File: src/logic/sbce_defines.svh
`ifndef SBCE_DEFINES_SVH
`define SBCE_DEFINES_SVH

// ----------------------------------------------------------------
// clock and timing
// ----------------------------------------------------------------
`define SBCE_CLK_NS 10
`define SBCE_ROW_CYCLE_NS 60
`define SBCE_PRECHARGE_NS 15
`define SBCE_ROW_TO_COL_NS 15
`define SBCE_WRITE_RECOVERY_NS 12
`define SBCE_ACT_TO_ACT_NS 12
`define SBCE_MODE_SET_NS 12
`define SBCE_CEIL_CYC(ns) (((ns) + `SBCE_CLK_NS - 1) / `SBCE_CLK_NS)
`define SBCE_ROW_CYCLE_CYC `SBCE_CEIL_CYC(`SBCE_ROW_CYCLE_NS)
`define SBCE_PRECHARGE_CYC `SBCE_CEIL_CYC(`SBCE_PRECHARGE_NS)
`define SBCE_ROW_TO_COL_CYC `SBCE_CEIL_CYC(`SBCE_ROW_TO_COL_NS)
`define SBCE_WRITE_RECOVERY_CYC `SBCE_CEIL_CYC(`SBCE_WRITE_RECOVERY_NS)
`define SBCE_ACT_TO_ACT_CYC `SBCE_CEIL_CYC(`SBCE_ACT_TO_ACT_NS)
`define SBCE_MODE_SET_CYC `SBCE_CEIL_CYC(`SBCE_MODE_SET_NS)

// ----------------------------------------------------------------
// mode register fields
// ----------------------------------------------------------------
`define SBCE_MODE_BL_LSB 0
`define SBCE_MODE_BT_BIT 3
`define SBCE_MODE_CL_LSB 4
`define SBCE_MODE_RESET 7'h20
`define SBCE_BL_1 3'h0
`define SBCE_BL_2 3'h1
`define SBCE_BL_4 3'h2
`define SBCE_BL_8 3'h3
`define SBCE_BL_PAGE 3'h7
`define SBCE_DQM_LATENCY 2
`define SBCE_AUTOCLOSE_BIT 10
// synchroniser reset: gate, select and strobes high, masks set, so reset looks idle
`define SBCE_PIN_IDLE 38'h3E00030000

`endif

File: src/logic/sbce_pkg.sv
package sbce_pkg;
	typedef enum logic [3:0]
	{
		SBCE_CMD_DESELECT_CMD = 4'h0,
		SBCE_CMD_NOP = 4'h1,
		SBCE_CMD_ACT = 4'h2,
		SBCE_CMD_READ = 4'h3,
		SBCE_CMD_WRITE = 4'h4,
		SBCE_CMD_PRE = 4'h5,
		SBCE_CMD_REF = 4'h6,
		SBCE_CMD_MODE = 4'h7,
		SBCE_CMD_STOP = 4'h8
	} sbce_cmd_t;

	typedef enum logic [2:0]
	{
		SBCE_BANK_IDLE = 3'h0,
		SBCE_BANK_ACTIVATING = 3'h1,
		SBCE_BANK_ACTIVE = 3'h2,
		SBCE_BANK_READING = 3'h3,
		SBCE_BANK_WRITING = 3'h4,
		SBCE_BANK_PRECHARGING = 3'h5
	} sbce_bank_t;

	typedef enum logic [1:0]
	{
		SBCE_PWR_NORMAL = 2'h0,
		SBCE_PWR_SELF_REFRESH = 2'h1,
		SBCE_PWR_POWER_DOWN = 2'h2,
		SBCE_PWR_EXITING = 2'h3
	} sbce_pwr_t;
endpackage

File: src/logic/sbce_engine.sv
`timescale 1ns/1ps
`include "sbce_defines.svh"
module sbce_engine
(
	// clock and reset
	input wire logic mclk,
	input wire logic reset,
	// command pins, sampled on the rising edge
	input wire logic clk_gate,
	input wire logic chip_select_n,
	input wire logic row_strobe_n,
	input wire logic col_strobe_n,
	input wire logic write_enable_n,
	input wire logic [1:0] bank_select,
	input wire logic [12:0] addr,
	input wire logic [1:0] byte_mask,
	// data pins
	input wire logic [15:0] dq_in,
	output logic [15:0] dq_out,
	output logic [1:0] dq_oe_n,
	// array port
	output logic [1:0] arr_bank,
	output logic [12:0] arr_row,
	output logic [8:0] arr_col,
	output logic arr_write,
	output logic [15:0] arr_wdata,
	output logic [1:0] arr_wmask,
	input wire logic [15:0] arr_rdata,
	// status
	output logic [1:0] pwr_state,
	output logic [3:0] bank_open,
	output logic illegal_cmd
);
	import sbce_pkg::*;

	localparam int ROW_CYCLE_TIME = `SBCE_ROW_CYCLE_CYC;
	localparam int PRECHARGE_TIME = `SBCE_PRECHARGE_CYC;
	localparam int ROW_TO_COL_DELAY = `SBCE_ROW_TO_COL_CYC;
	localparam int WRITE_RECOVERY_TIME = `SBCE_WRITE_RECOVERY_CYC;
	localparam int ACT_TO_ACT_DELAY = `SBCE_ACT_TO_ACT_CYC;
	localparam int MODE_SET_CYCLE_TIME = `SBCE_MODE_SET_CYC;

	// ----------------------------------------------------------------
	// input synchronisers (pins are outside this clock domain)
	// ----------------------------------------------------------------
	logic [37:0] pin_s1_q;
	logic [37:0] pin_s2_q;
	// idle levels at reset: zeros would show a gate fall and drop into power down
	always_ff @(posedge mclk or posedge reset)
	begin
		if (reset)
		begin
			pin_s1_q <= `SBCE_PIN_IDLE;
			pin_s2_q <= `SBCE_PIN_IDLE;
		end
		else
		begin
			pin_s1_q <= {clk_gate, chip_select_n, row_strobe_n, col_strobe_n, write_enable_n,
				bank_select, addr, byte_mask, dq_in};
			pin_s2_q <= pin_s1_q;
		end
	end
	logic gate;
	logic cs_n;
	logic ras_n;
	logic cas_n;
	logic we_n;
	logic [1:0] ba;
	logic [12:0] a;
	logic [1:0] dqm;
	logic [15:0] din;
	assign {gate, cs_n, ras_n, cas_n, we_n, ba, a, dqm, din} = pin_s2_q;

	// command decode from strobe levels
	function automatic sbce_cmd_t decode(input logic c, input logic r, input logic k,
		input logic w);
		sbce_cmd_t res;
		res = SBCE_CMD_NOP;
		if (c)
			res = SBCE_CMD_DESELECT_CMD;
		else
			case ({r, k, w})
				3'h3: res = SBCE_CMD_ACT;
				3'h5: res = SBCE_CMD_READ;
				3'h4: res = SBCE_CMD_WRITE;
				3'h2: res = SBCE_CMD_PRE;
				3'h1: res = SBCE_CMD_REF;
				3'h0: res = SBCE_CMD_MODE;
				3'h6: res = SBCE_CMD_STOP;
				default: res = SBCE_CMD_NOP;
			endcase
		return res;
	endfunction
	sbce_cmd_t cmd;
	assign cmd = decode(cs_n, ras_n, cas_n, we_n);

	// ----------------------------------------------------------------
	// clock gate and power state
	// ----------------------------------------------------------------
	logic gate_prev_q;
	sbce_pwr_t pwr_q;
	logic [7:0] exit_cnt_q;
	logic [3:0] bank_busy;
	logic all_idle;
	logic suspend_q;
	logic live;
	assign all_idle = (bank_busy == 4'h0);
	always_ff @(posedge mclk or posedge reset)
	begin
		if (reset)
			gate_prev_q <= 1'b1;
		else
			gate_prev_q <= gate;
	end
	// suspension starts and ends one cycle after the gate moves
	always_ff @(posedge mclk or posedge reset)
	begin
		if (reset)
			suspend_q <= 1'b0;
		else if (pwr_q == SBCE_PWR_NORMAL && !all_idle)
			suspend_q <= !gate;
		else
			suspend_q <= 1'b0;
	end
	assign live = gate_prev_q && !suspend_q && (pwr_q == SBCE_PWR_NORMAL);

	always_ff @(posedge mclk or posedge reset)
	begin
		if (reset)
		begin
			pwr_q <= SBCE_PWR_NORMAL;
			exit_cnt_q <= 8'h0;
		end
		else
			case (pwr_q)
				SBCE_PWR_NORMAL:
					if (gate_prev_q && !gate && all_idle)
						pwr_q <= (cmd == SBCE_CMD_REF) ? SBCE_PWR_SELF_REFRESH
							: SBCE_PWR_POWER_DOWN;
				SBCE_PWR_SELF_REFRESH:
					if (gate)
					begin
						pwr_q <= SBCE_PWR_EXITING;
						exit_cnt_q <= 8'(ROW_CYCLE_TIME);
					end
				SBCE_PWR_POWER_DOWN:
					if (gate)
						pwr_q <= SBCE_PWR_NORMAL;
				SBCE_PWR_EXITING:
					if (exit_cnt_q <= 8'h1)
						pwr_q <= SBCE_PWR_NORMAL;
					else
						exit_cnt_q <= exit_cnt_q - 8'h1;
				default: pwr_q <= SBCE_PWR_NORMAL;
			endcase
	end

	// ----------------------------------------------------------------
	// mode register
	// ----------------------------------------------------------------
	logic [6:0] mode_q;
	logic [7:0] mode_wait_q;
	always_ff @(posedge mclk or posedge reset)
	begin
		if (reset)
		begin
			mode_q <= `SBCE_MODE_RESET;
			mode_wait_q <= 8'h0;
		end
		else if (live && gate && cmd == SBCE_CMD_MODE && all_idle)
		begin
			mode_q <= a[6:0];
			mode_wait_q <= 8'(MODE_SET_CYCLE_TIME);
		end
		else if (mode_wait_q != 8'h0)
			mode_wait_q <= mode_wait_q - 8'h1;
	end
	logic [2:0] bl_code;
	logic interleave;
	logic [2:0] cas_lat;
	logic page_mode;
	logic [8:0] bl_len;
	assign bl_code = mode_q[`SBCE_MODE_BL_LSB +: 3];
	assign interleave = mode_q[`SBCE_MODE_BT_BIT];
	assign cas_lat = mode_q[`SBCE_MODE_CL_LSB +: 3];
	assign page_mode = (bl_code == `SBCE_BL_PAGE) && !interleave;
	assign bl_len = page_mode ? 9'h000 : (bl_code == `SBCE_BL_8) ? 9'h008
		: (bl_code == `SBCE_BL_4) ? 9'h004 : (bl_code == `SBCE_BL_2) ? 9'h002 : 9'h001;

	// ----------------------------------------------------------------
	// command acceptance
	// ----------------------------------------------------------------
	logic go;
	assign go = live && gate_prev_q && (mode_wait_q == 8'h0);
	logic [7:0] rrd_q;
	sbce_bank_t bst_q [4];
	logic [7:0] bcnt_q [4];
	logic [3:0] bap_q;
	logic [12:0] row_q [4];

	// burst column sequencing
	function automatic logic [8:0] next_col(input logic [8:0] start, input logic [8:0] beat,
		input logic [2:0] code, input logic ilv, input logic pg);
		logic [8:0] m;
		logic [8:0] off;
		m = (code == `SBCE_BL_8) ? 9'h007 : (code == `SBCE_BL_4) ? 9'h003
			: (code == `SBCE_BL_2) ? 9'h001 : 9'h000;
		off = ilv ? ((start ^ beat) & m) : ((start + beat) & m);
		return pg ? 9'(start + beat) : ((start & ~m) | off);
	endfunction

	// ----------------------------------------------------------------
	// burst engine (one burst at a time on the data bus)
	// ----------------------------------------------------------------
	logic burst_rd_q;
	logic burst_wr_q;
	logic [1:0] burst_bank_q;
	logic [8:0] burst_start_q;
	logic [8:0] burst_beat_q;
	logic [3:0] stop_cnt_q;
	logic new_rd;
	logic new_wr;
	logic bank_ok;
	assign bank_ok = (bst_q[ba] == SBCE_BANK_ACTIVE || bst_q[ba] == SBCE_BANK_READING
		|| bst_q[ba] == SBCE_BANK_WRITING) && !bap_q[ba];
	assign new_rd = go && cmd == SBCE_CMD_READ && bank_ok
		&& !(page_mode && a[`SBCE_AUTOCLOSE_BIT]);
	assign new_wr = go && cmd == SBCE_CMD_WRITE && bank_ok
		&& !(page_mode && a[`SBCE_AUTOCLOSE_BIT]);
	logic cut_read;
	assign cut_read = go && burst_rd_q && (cmd == SBCE_CMD_STOP
		|| (cmd == SBCE_CMD_PRE && (a[`SBCE_AUTOCLOSE_BIT] || ba == burst_bank_q)));

	always_ff @(posedge mclk or posedge reset)
	begin
		if (reset)
		begin
			burst_rd_q <= 1'b0;
			burst_wr_q <= 1'b0;
			burst_bank_q <= 2'h0;
			burst_start_q <= 9'h0;
			burst_beat_q <= 9'h0;
		end
		else if (new_rd || new_wr)
		begin
			burst_rd_q <= new_rd && (bl_len != 9'h001);
			burst_wr_q <= new_wr && (bl_len != 9'h001);
			burst_bank_q <= ba;
			burst_start_q <= a[8:0];
			burst_beat_q <= 9'h1;
		end
		else if (go && (cmd == SBCE_CMD_STOP || cmd == SBCE_CMD_PRE) && burst_wr_q)
			burst_wr_q <= 1'b0;
		else if (burst_rd_q || burst_wr_q)
		begin
			burst_beat_q <= burst_beat_q + 9'h1;
			if (!page_mode && burst_beat_q + 9'h1 >= bl_len)
			begin
				burst_rd_q <= 1'b0;
				burst_wr_q <= 1'b0;
			end
		end
	end

	// array access: writes take the first word with the command
	logic [8:0] col_now;
	assign col_now = next_col(burst_start_q, burst_beat_q, bl_code, interleave, page_mode);
	always_ff @(posedge mclk or posedge reset)
	begin
		if (reset)
		begin
			arr_bank <= 2'h0;
			arr_row <= 13'h0;
			arr_col <= 9'h0;
			arr_write <= 1'b0;
			arr_wdata <= 16'h0;
			arr_wmask <= 2'h3;
		end
		else
		begin
			arr_bank <= (new_rd || new_wr) ? ba : burst_bank_q;
			arr_row <= row_q[(new_rd || new_wr) ? ba : burst_bank_q];
			arr_col <= (new_rd || new_wr) ? a[8:0] : col_now;
			arr_write <= new_wr || (burst_wr_q && live && !new_rd);
			arr_wdata <= din;
			arr_wmask <= dqm; // write mask with zero latency
		end
	end

	// read pipeline: column latency, mask two cycles, cut after latency
	logic [7:0] rd_valid_q;
	logic [1:0] dqm_d1_q;
	logic [1:0] dqm_d2_q;
	logic wr_cut_q;
	logic [1:0] wr_cut_d_q;
	always_ff @(posedge mclk or posedge reset)
	begin
		if (reset)
		begin
			rd_valid_q <= 8'h0;
			stop_cnt_q <= 4'h0;
			dqm_d1_q <= 2'h3;
			dqm_d2_q <= 2'h3;
			wr_cut_d_q <= 2'h0;
		end
		else
		begin
			rd_valid_q <= {rd_valid_q[6:0], new_rd || (burst_rd_q && !cut_read && !new_wr)};
			stop_cnt_q <= cut_read ? 4'({1'b0, cas_lat}) : (stop_cnt_q != 4'h0)
				? stop_cnt_q - 4'h1 : 4'h0;
			dqm_d1_q <= dqm;
			dqm_d2_q <= dqm_d1_q;
			wr_cut_d_q <= {wr_cut_d_q[0], new_wr};
		end
	end
	assign wr_cut_q = wr_cut_d_q[1];
	logic rd_drive;
	// the output stage adds one cycle, so tap one short; latency one is not supported
	assign rd_drive = rd_valid_q[cas_lat - 3'h2] && !wr_cut_q && stop_cnt_q != 4'h1;
	always_ff @(posedge mclk or posedge reset)
	begin
		if (reset)
		begin
			dq_out <= 16'h0;
			dq_oe_n <= 2'h3;
		end
		else
		begin
			dq_out <= arr_rdata;
			dq_oe_n <= rd_drive ? dqm_d1_q : 2'h3;
		end
	end

	// ----------------------------------------------------------------
	// per-bank state machines
	// ----------------------------------------------------------------
	always_ff @(posedge mclk or posedge reset)
	begin
		if (reset)
			rrd_q <= 8'h0;
		else if (go && cmd == SBCE_CMD_ACT && rrd_q == 8'h0 && bst_q[ba] == SBCE_BANK_IDLE)
			rrd_q <= 8'(ACT_TO_ACT_DELAY - 1);
		else if (rrd_q != 8'h0)
			rrd_q <= rrd_q - 8'h1;
	end

	genvar g;
	generate
		for (g = 0; g < 4; g++)
		begin : gen_bank
			logic sel;
			logic burst_here;
			assign sel = (ba == 2'(g));
			assign burst_here = (burst_rd_q || burst_wr_q) && burst_bank_q == 2'(g);
			assign bank_busy[g] = (bst_q[g] != SBCE_BANK_IDLE);
			assign bank_open[g] = (bst_q[g] != SBCE_BANK_IDLE
				&& bst_q[g] != SBCE_BANK_PRECHARGING);
			always_ff @(posedge mclk or posedge reset)
			begin
				if (reset)
				begin
					bst_q[g] <= SBCE_BANK_IDLE;
					bcnt_q[g] <= 8'h0;
					bap_q[g] <= 1'b0;
					row_q[g] <= 13'h0;
				end
				else
					case (bst_q[g])
						SBCE_BANK_IDLE:
							if (go && cmd == SBCE_CMD_ACT && sel && rrd_q == 8'h0)
							begin
								bst_q[g] <= SBCE_BANK_ACTIVATING;
								row_q[g] <= a;
								bcnt_q[g] <= 8'(ROW_TO_COL_DELAY - 1);
							end
						SBCE_BANK_ACTIVATING:
							if (bcnt_q[g] == 8'h0)
								bst_q[g] <= SBCE_BANK_ACTIVE;
							else
								bcnt_q[g] <= bcnt_q[g] - 8'h1;
						SBCE_BANK_PRECHARGING:
							if (bcnt_q[g] == 8'h0)
							begin
								bst_q[g] <= SBCE_BANK_IDLE;
								bap_q[g] <= 1'b0;
							end
							else
								bcnt_q[g] <= bcnt_q[g] - 8'h1;
						default:
							if (bap_q[g])
							begin
								// internal precharge after burst or recovery
								if (bcnt_q[g] == 8'h0)
								begin
									bst_q[g] <= SBCE_BANK_PRECHARGING;
									bcnt_q[g] <= 8'(PRECHARGE_TIME - 2);
								end
								else
									bcnt_q[g] <= bcnt_q[g] - 8'h1;
							end
							else if (go && cmd == SBCE_CMD_PRE
								&& (sel || a[`SBCE_AUTOCLOSE_BIT]))
							begin
								bst_q[g] <= SBCE_BANK_PRECHARGING;
								bcnt_q[g] <= 8'(PRECHARGE_TIME - 2);
							end
							else if ((new_rd || new_wr) && sel)
							begin
								bst_q[g] <= new_rd ? SBCE_BANK_READING : SBCE_BANK_WRITING;
								bap_q[g] <= a[`SBCE_AUTOCLOSE_BIT];
								bcnt_q[g] <= new_rd ? 8'(bl_len - 9'h1)
									: 8'(bl_len + 9'(WRITE_RECOVERY_TIME) - 9'h2);
							end
							else if (!burst_here)
								bst_q[g] <= SBCE_BANK_ACTIVE;
					endcase
			end
		end
	endgenerate

	// ----------------------------------------------------------------
	// status
	// ----------------------------------------------------------------
	always_ff @(posedge mclk or posedge reset)
	begin
		if (reset)
			illegal_cmd <= 1'b0;
		else
			illegal_cmd <= go && (((cmd == SBCE_CMD_READ || cmd == SBCE_CMD_WRITE) && !bank_ok)
				|| ((cmd == SBCE_CMD_MODE || cmd == SBCE_CMD_REF) && !all_idle)
				|| (cmd == SBCE_CMD_ACT && (bst_q[ba] != SBCE_BANK_IDLE || rrd_q != 8'h0)));
	end
	assign pwr_state = pwr_q;
endmodule

File: config.mk
export PLATFORM = sky130hd
export DESIGN_NAME = sbce_engine
export DESIGN_NICKNAME = d
export VERILOG_FILES = /design/src/logic/sbce_pkg.sv /design/src/logic/sbce_engine.sv
export VERILOG_INCLUDE_DIRS = /design/src /design/src/logic
export SDC_FILE = /design/constraint.sdc
export NUM_CORES = 1
export LEC_CHECK = 0
export ABC_CLOCK_PERIOD_IN_PS = 11100
export BUFFER_PORTS_ARGS = -buffer_cell sky130_fd_sc_hd__buf_2
export CAP_MARGIN = 30
export CORE_MARGIN = 3
export CORE_UTILIZATION = 50
export DETAILED_ROUTE_END_ITERATION = 6
export GPL_ROUTABILITY_DRIVEN = 0
export PLACE_DENSITY = 0.7
export SYNTH_ARGS = -nofsm -noshare
export SYNTH_HDL_FRONTEND = slang
export SYNTH_SLANG_ARGS = --single-unit
File: constraint.sdc
create_clock -name mclk -period 11.1 [get_ports mclk]
set_input_delay 0.555 -clock mclk [delete_from_list [all_inputs] [get_ports mclk]]
set_output_delay 0.555 -clock mclk [all_outputs]
set_load 0.03 [all_outputs]
# --- Word-level counts from Yosys, hierarchy flattened ---
# Index checks and enable logic that the tools add are counted.
classes:
  add_sub_neg: 14
  eq_ne: 74
  n_mux: 135
  bitwise_logic: 12
  magnitude_cmp: 6
  reduce_logical: 159
op_table:
  columns: ["op", "n"]
  rows:
  - ["2-to-1 mux 8 bit", 31]
  - ["2-to-1 mux 3 bit", 37]
  - ["one-hot mux 8 bit (2 select lines)", 5]
  - ["logical AND 1 bit", 65]
  - ["subtractor 8 x 1 -> 8 bit, second input constant", 7]
  - ["2-to-1 mux 9 bit", 6]
  - ["logical NOT 8 bit", 6]
  - ["inequality test 2 bit, second input constant", 21]
  - ["one-hot mux 3 bit (3 select lines)", 4]
  - ["inequality test 7 x 2 -> 1 bit, second input constant", 4]
  - ["one-hot mux 4 bit (7 select lines)", 1]
  - ["== test 3 bit, second input constant", 9]
  - ["binary-select mux 13 bit (select 2 bit)", 1]
  - ["2-to-1 mux 1 bit", 26]
  - ["2-to-1 mux 13 bit", 2]
  - ["nonzero test 3 bit", 7]
  - ["2-to-1 mux 4 bit", 5]
  - ["AND reduction 2 bit", 10]
  - ["AND reduction 5 bit", 4]
  - ["nonzero test 5 bit", 4]
  - ["bitwise AND 9 x 3 -> 9 bit", 2]
  - ["== test 3 x 1 -> 1 bit, second input constant", 6]
  - ["== test 3 x 2 -> 1 bit, second input constant", 6]
  - ["logical NOT 3 bit", 6]
  - ["other kinds (44)", 125]
totals:
  out_inout_bits: 68
  reg_bits: 307
  wordCells: 441

# --- Longest topological paths before layout ---
logic_depth:
  word_depth: 16
  depth_mapped: 12

# --- Least setup slack after synthesis ---
# No wires, ideal clock.
synth_path:
  kind: "register to register"
  startpoint: "register pwr_q[0], in the netlist pwr_state[0]"
  endpoint: "register bcnt_q[1] (netlist bit)"
  t_arrival_ns: 2.774
  setup_time_ns: 0.133
  slack_ns: 8.193
  path_stages_with_launch: 11
  n_path_buf: 3
  path_cell_list: "dfrtp_1 -> nor4b_2 -> nand3_1 -> clkbuf_1 -> nor4_2 -> a31oi_1 -> or2_1 -> clkbuf_1 -> clkbuf_1 -> a211oi_1 -> a21oi_1"
synth_via:
  elab_chain_cells: 12
  word_cells_on_any_way: 25
  cone_classes: "eq/ne (1); mux (5); reduce/logical (19)"
synth_rtl:
  columns: ["item", "line", "rtl"]
  rows:
  - ["from (decl)", "sbce_engine.sv:101", "sbce_pwr_t pwr_q;"]
  - ["from (signal assigned)", "sbce_engine.sv:138", "pwr_q <= (cmd == SBCE_CMD_REF) ? SBCE_PWR_SELF_REFRESH"]
  - ["logical NOT 2 bit (*)", "sbce_engine.sv:125", "assign live = gate_prev_q && !suspend_q && (pwr_q == SBCE_PWR_NORMAL);"]
  - ["logical AND 1 bit (*)", "sbce_engine.sv:125", null]
  - ["logical AND 1 bit (*) (2 in series)", "sbce_engine.sv:194", "assign go = live && gate_prev_q && (mode_wait_q == 8'h0);"]
  - ["logical AND 1 bit (3 in series)", "sbce_engine.sv:226", "assign new_rd = go && cmd == SBCE_CMD_READ && bank_ok"]
  - ["2-to-1 mux 8 bit", "sbce_engine.sv:411", "bcnt_q[g] <= new_rd ? 8'(bl_len - 9'h1)"]
  - ["2-to-1 mux 8 bit", "sbce_engine.sv:407", "else if ((new_rd || new_wr) && sel)"]
  - ["2-to-1 mux 8 bit", "sbce_engine.sv:401", "else if (go && cmd == SBCE_CMD_PRE"]
  - ["2-to-1 mux 8 bit", "sbce_engine.sv:390", "if (bap_q[g])"]
  - ["one-hot mux 8 bit (2 select lines)", "sbce_engine.sv:368", "case (bst_q[g])"]
  - ["to (signal, indexed assignment)", "sbce_engine.sv:374", "bcnt_q[g] <= 8'(ROW_TO_COL_DELAY - 1);"]
  - ["to (signal, indexed assignment)", "sbce_engine.sv:405", "bcnt_q[g] <= 8'(PRECHARGE_TIME - 2);"]
  - ["to (signal, indexed assignment)", "sbce_engine.sv:411", null]
  - ["to (decl)", "sbce_engine.sv:197", "logic [7:0] bcnt_q [4];"]
# Every way passes the cells marked *; elsewhere a longest branch is shown, timed or not. The select of a mux whose other input is x is not followed.
# A chain may end at the register's enable or synchronous reset.

# --- Worst setup path in the final report ---
layout_path:
  startpoint: "register mode_wait_q[0]"
  endpoint: "register arr_row[4]"
layout_via:
  elab_chain_cells: 11
  word_cells_on_any_way: 14
  cone_classes: "mux (4); bitwise (1); reduce/logical (9)"
layout_rtl:
  columns: ["item", "line", "rtl"]
  rows:
  - ["from (decl)", "sbce_engine.sv:162", "logic [7:0] mode_wait_q;"]
  - ["from (signal assigned)", "sbce_engine.sv:173", "mode_wait_q <= 8'(MODE_SET_CYCLE_TIME);"]
  - ["from (signal assigned)", "sbce_engine.sv:176", "mode_wait_q <= mode_wait_q - 8'h1;"]
  - ["logical NOT 8 bit (*)", "sbce_engine.sv:194", null]
  - ["logical AND 1 bit (*)", "sbce_engine.sv:194", null]
  - ["logical AND 1 bit (on tied branches) (3 in series)", "sbce_engine.sv:226, sbce_engine.sv:228", null]
  - ["logical OR 1 bit (*)", "sbce_engine.sv:282", "arr_row <= row_q[(new_rd || new_wr) ? ba : burst_bank_q];"]
  - ["2-to-1 mux 2 bit (*)", "sbce_engine.sv:282", null]
  - ["inverter 2 -> 3 bit (*)", "sbce_engine.sv:282", null]
  - ["binary-select mux 13 bit (select 2 bit) (*)", "sbce_engine.sv:282", null]
  - ["2-to-1 mux 13 bit (*) (2 in series)", "sbce_engine.sv:282", null]
  - ["to (signal assigned)", "sbce_engine.sv:282", null]
  - ["to (decl)", "sbce_engine.sv:23", "output logic [12:0] arr_row,"]
# Marked as above.

==> metrics <==
crit-path max cell delay 1.11 ns; Die Span Y 170 um; TritonCTS Sinks 307; vias in the first global route 9,535; clock skew 0.00975 ns; combinational share of power 0.223; Post-Syn Area per Cell 11.1 um2; max cap viols 0; Final Hold Viols 0; Critical-path top delay cell or4_1; minimum clock period 4.07 ns; internal power 0.00212 W; warnings from Yosys 0; initial drt markers 665; die area 0.0288 mm2; power per cell area 203 mW/mm2; fin util 0.587; Vias/cell 5.77; Synth Cell Area 0.0134 mm2; initial antenna violation count 0; vias 9,704; Post-DRT Antenna Nets 0; row cnt 59; Async SR Flop Fraction 1.00; nets 1,409; H-tree depth 1; clock buffer count from CTS 31; Resize count post-CTS 0; Core Box Area 0.0262 mm2; Max clock buf depth 3; largest net degree at the start of global routing 112; crit path cell chain inv_1, ha_1, nor3b_1, nand3_1, or4_1, mux2i_4, buf_4, nor2b_1, a211oi_1, a21oi_1; die width 170 um; Critical Path Fanout Max 40; Initial Utilization 0.511; drt first pass iters 5; switching power 0.00100 W; CTS tree done; Worst setup SP type register; Worst-path clk slew 0.06 ns; VDD IR max 0.000123 V; final worst slack 7.03 ns; Post-Place Setup Slack 7.08 ns; Top-Level Pins 124; clock share of power 0.335; Root Buffer clkbuf_16; net switching fraction of the power 0.320; multi-input combinational cell area 0.00536 mm2; unique cell type count in the Yosys netlist 78; cell family with most CP delay simple AND/OR/NAND/NOR gates; final setup vio count 0; static leakage 7.22 nW; Slew HR 0.315; Seq pwr share 0.443; Post-synth EDFFs 0; RSZ-0062 raised after global routing no; Port Buffers 123; Post-synth top flop dfrtp_1; Slew @ Worst Pin 1.03 ns; first-pass GRT wire length 48,100 um; CP Class register to register; Antenna Cells 0; worst-skew pair later-pin latency 0.57 ns; Post-CTS Setup Inserts 0; DP HPWL 19,900 um; fmax 0.246 GHz; Hold-fix buffers, CTS 0; wire per inst 17.4 um; status finished, final reports clean; global route overflow 0; layout cell share with drive strength beyond 1 0.211; Pins Over Slew Limit 0; Post-Synthesis Net Count 1,288; Bufs and invs on worst path 2; Syn Inst Count 1,205; Tcrit/Tclk final 0.367; number of synthesized register bits 307; Post-route DRC 0; Hold Path Class input port to register; fillers 2,116; TNS Setup 0 ns; Reg area 0.00771 mm2; Synth-to-Final Area Change 14.8%; kind of end point of the critical path register; CP required 11.53 ns; final wirelength 29,200 um; Critical Path AT 4.50 ns; sequential share of the synthesized area 0.575; GRT Total Usage 0.203
Yosys cell counts (5+ instances only):
master | count | area share
o22ai_1 | 8 | 0.0037
mux2_2 | 57 | 0.048
mux2i_1 | 22 | 0.016
o21ai_0 | 46 | 0.017
nand4_1 | 7 | 0.0033
nand3_1 | 19 | 0.0071
xor2_1 | 18 | 0.012
a21oi_1 | 85 | 0.032
o21a_1 | 7 | 0.0039
nor2_1 | 99 | 0.028
nand2b_1 | 10 | 0.0047
or3_1 | 10 | 0.0047
dfrtp_1 | 287 | 0.54
a211oi_1 | 21 | 0.012
buf_2 | 8 | 0.0030
mux4_2 | 6 | 0.010
nand2_1 | 92 | 0.026
and2_1 | 7 | 0.0033
clkbuf_1 | 36 | 0.010
ha_1 | 26 | 0.024
a31oi_1 | 25 | 0.012
dfstp_2 | 20 | 0.039
inv_1 | 38 | 0.011
or2_2 | 5 | 0.0023
o21ai_1 | 43 | 0.016
a211o_1 | 5 | 0.0033
nor4b_1 | 5 | 0.0033
or4_1 | 8 | 0.0045
nor3b_1 | 6 | 0.0034
xnor2_1 | 18 | 0.012
nor4_1 | 10 | 0.0047
a21o_1 | 6 | 0.0034
nor3_1 | 36 | 0.013
nor2b_1 | 20 | 0.0093
o31ai_1 | 5 | 0.0028
final timing paths:
check | start | to | slack (ns) | depth (start not counted)
setup / recovery | mode_wait_q[0]$_DFFE_PP0P_ | arr_row[4]$_DFF_PP0_ | 7.03 | 10
hold / removal | byte_mask[0] | pin_s1_q[16]$_DFF_PP1_ | 0.08 | 1
setup reg to reg | mode_wait_q[0]$_DFFE_PP0P_ | arr_row[4]$_DFF_PP0_ | 7.03 | 10
hold reg to reg | pin_s1_q[26]$_DFF_PP0_ | pin_s2_q[26]$_DFF_PP0_ | 0.34 | 0
max in group asynchronous | reset | bcnt_q[19]$_DFFE_PP0P_ | 9.00 | 4
min in group asynchronous | reset | pin_s2_q[10]$_DFF_PP0_ | 0.11 | 2
through the flow:
| step | total power (W) | cells | hold slack [ns] | area [um2] |
|---|---|---|---|---|
| detailed placement | 0.00209 | 1626 | 0.335 | 14300 |
| CTS | 0.00315 | 1681 | 0.0586 | 15400 |
| floorplan | 0.00191 | 1205 | 0.331 | 13400 |
| finish | 0.00313 | 1683 | 0.0824 | 15400 |
| global placement | 0.00206 | 1626 | 0.331 | 14300 |
| global route | 0.00331 | 1683 | 0.0540 | 15400 |
per-layer routing:
metal  routed length [um]  vias up  global-route usage
met5                    0        -                   0
met4                  837        0              0.0608
met3                 1660       59              0.0387
met2                13600      291               0.322
met1                13100     4769               0.287
li1                     -     4585                   -
power by group through the flow:
stage / clock [W] / combinational (W) / sequential [W]
6_report: 0.00105 / 0.000696 / 0.00138
5_1_grt: 0.00112 / 0.000790 / 0.00140
4_1_cts: 0.00107 / 0.000694 / 0.00138
3_5_place_dp: 0 / 0.000690 / 0.00140
3_3_place_gp: 0 / 0.000668 / 0.00139
2_1_floorplan: 0 / 0.000545 / 0.00137
worst reg2reg max path: stages (launching register included):
cell	delay, ns
dfrtp_1	0.38
inv_1	0.08
ha_1	0.20
nor3b_1	0.45
nand3_1	0.53
or4_1	1.11
mux2i_4	0.29
buf_4	0.46
nor2b_1	0.11
a211oi_1	0.25
a21oi_1	0.08
kinds of logic after synthesis:
group | synth area share
buffers and inverters | 0.0265
and+or+nand+nor | 0.131
DFF | 0.575
AOI/OAI and AO/OA | 0.141
xor gates and xnor gates | 0.0235
adders and majority gates | 0.0258
muxes | 0.0772
cells in the final DEF (no fill, tap or decap), types with 6 or more instances in the layout:
master / count
dfrtp_1: 287
buf_2: 123
nor2_1: 98
nand2_1: 92
a21oi_1: 85
mux2_2: 57
o21ai_0: 46
o21ai_1: 43
inv_1: 37
nor3_1: 36
clkbuf_16: 31
ha_1: 26
a31oi_1: 25
mux2i_1: 22
a211oi_1: 21
nor2b_1: 20
dfstp_2: 20
nand3_1: 19
xnor2_1: 18
xor2_1: 18
buf_4: 12
or3_1: 10
nand2b_1: 10
clkbuf_1: 10
nor4_1: 8
or4_1: 8
o22ai_1: 8
and2_1: 7
o21a_1: 7
nand4_1: 7
nor3b_1: 6
mux4_2: 6
a21o_1: 6
layout make-up:
| type | count | share of cell area |
|---|---|---|
| flip-flops and latches | 307 | 0.501 |
| multi-input cells | 810 | 0.348 |
| clock buffers | 43 | 0.0547 |
| repair buffers | 136 | 0.0462 |
| well taps | 335 | 0.0273 |
| clock inverters | 12 | 0.0119 |
| inverters | 40 | 0.0103 |
sequential cells by signal, summed over array words and instances, names as in the netlist, 7 cells and up:
name and count:
arr_col 9, arr_row 13, arr_wdata 16, bcnt_q 32
bst_q 12, burst_beat_q 9, burst_start_q 9, dq_out 16
exit_cnt_q 8, mode_q 7, mode_wait_q 8, pin_s1_q 38
pin_s2_q 38, rd_valid_q 8, row_q 52, rrd_q 8
Power figures use the tool's default switching activity.
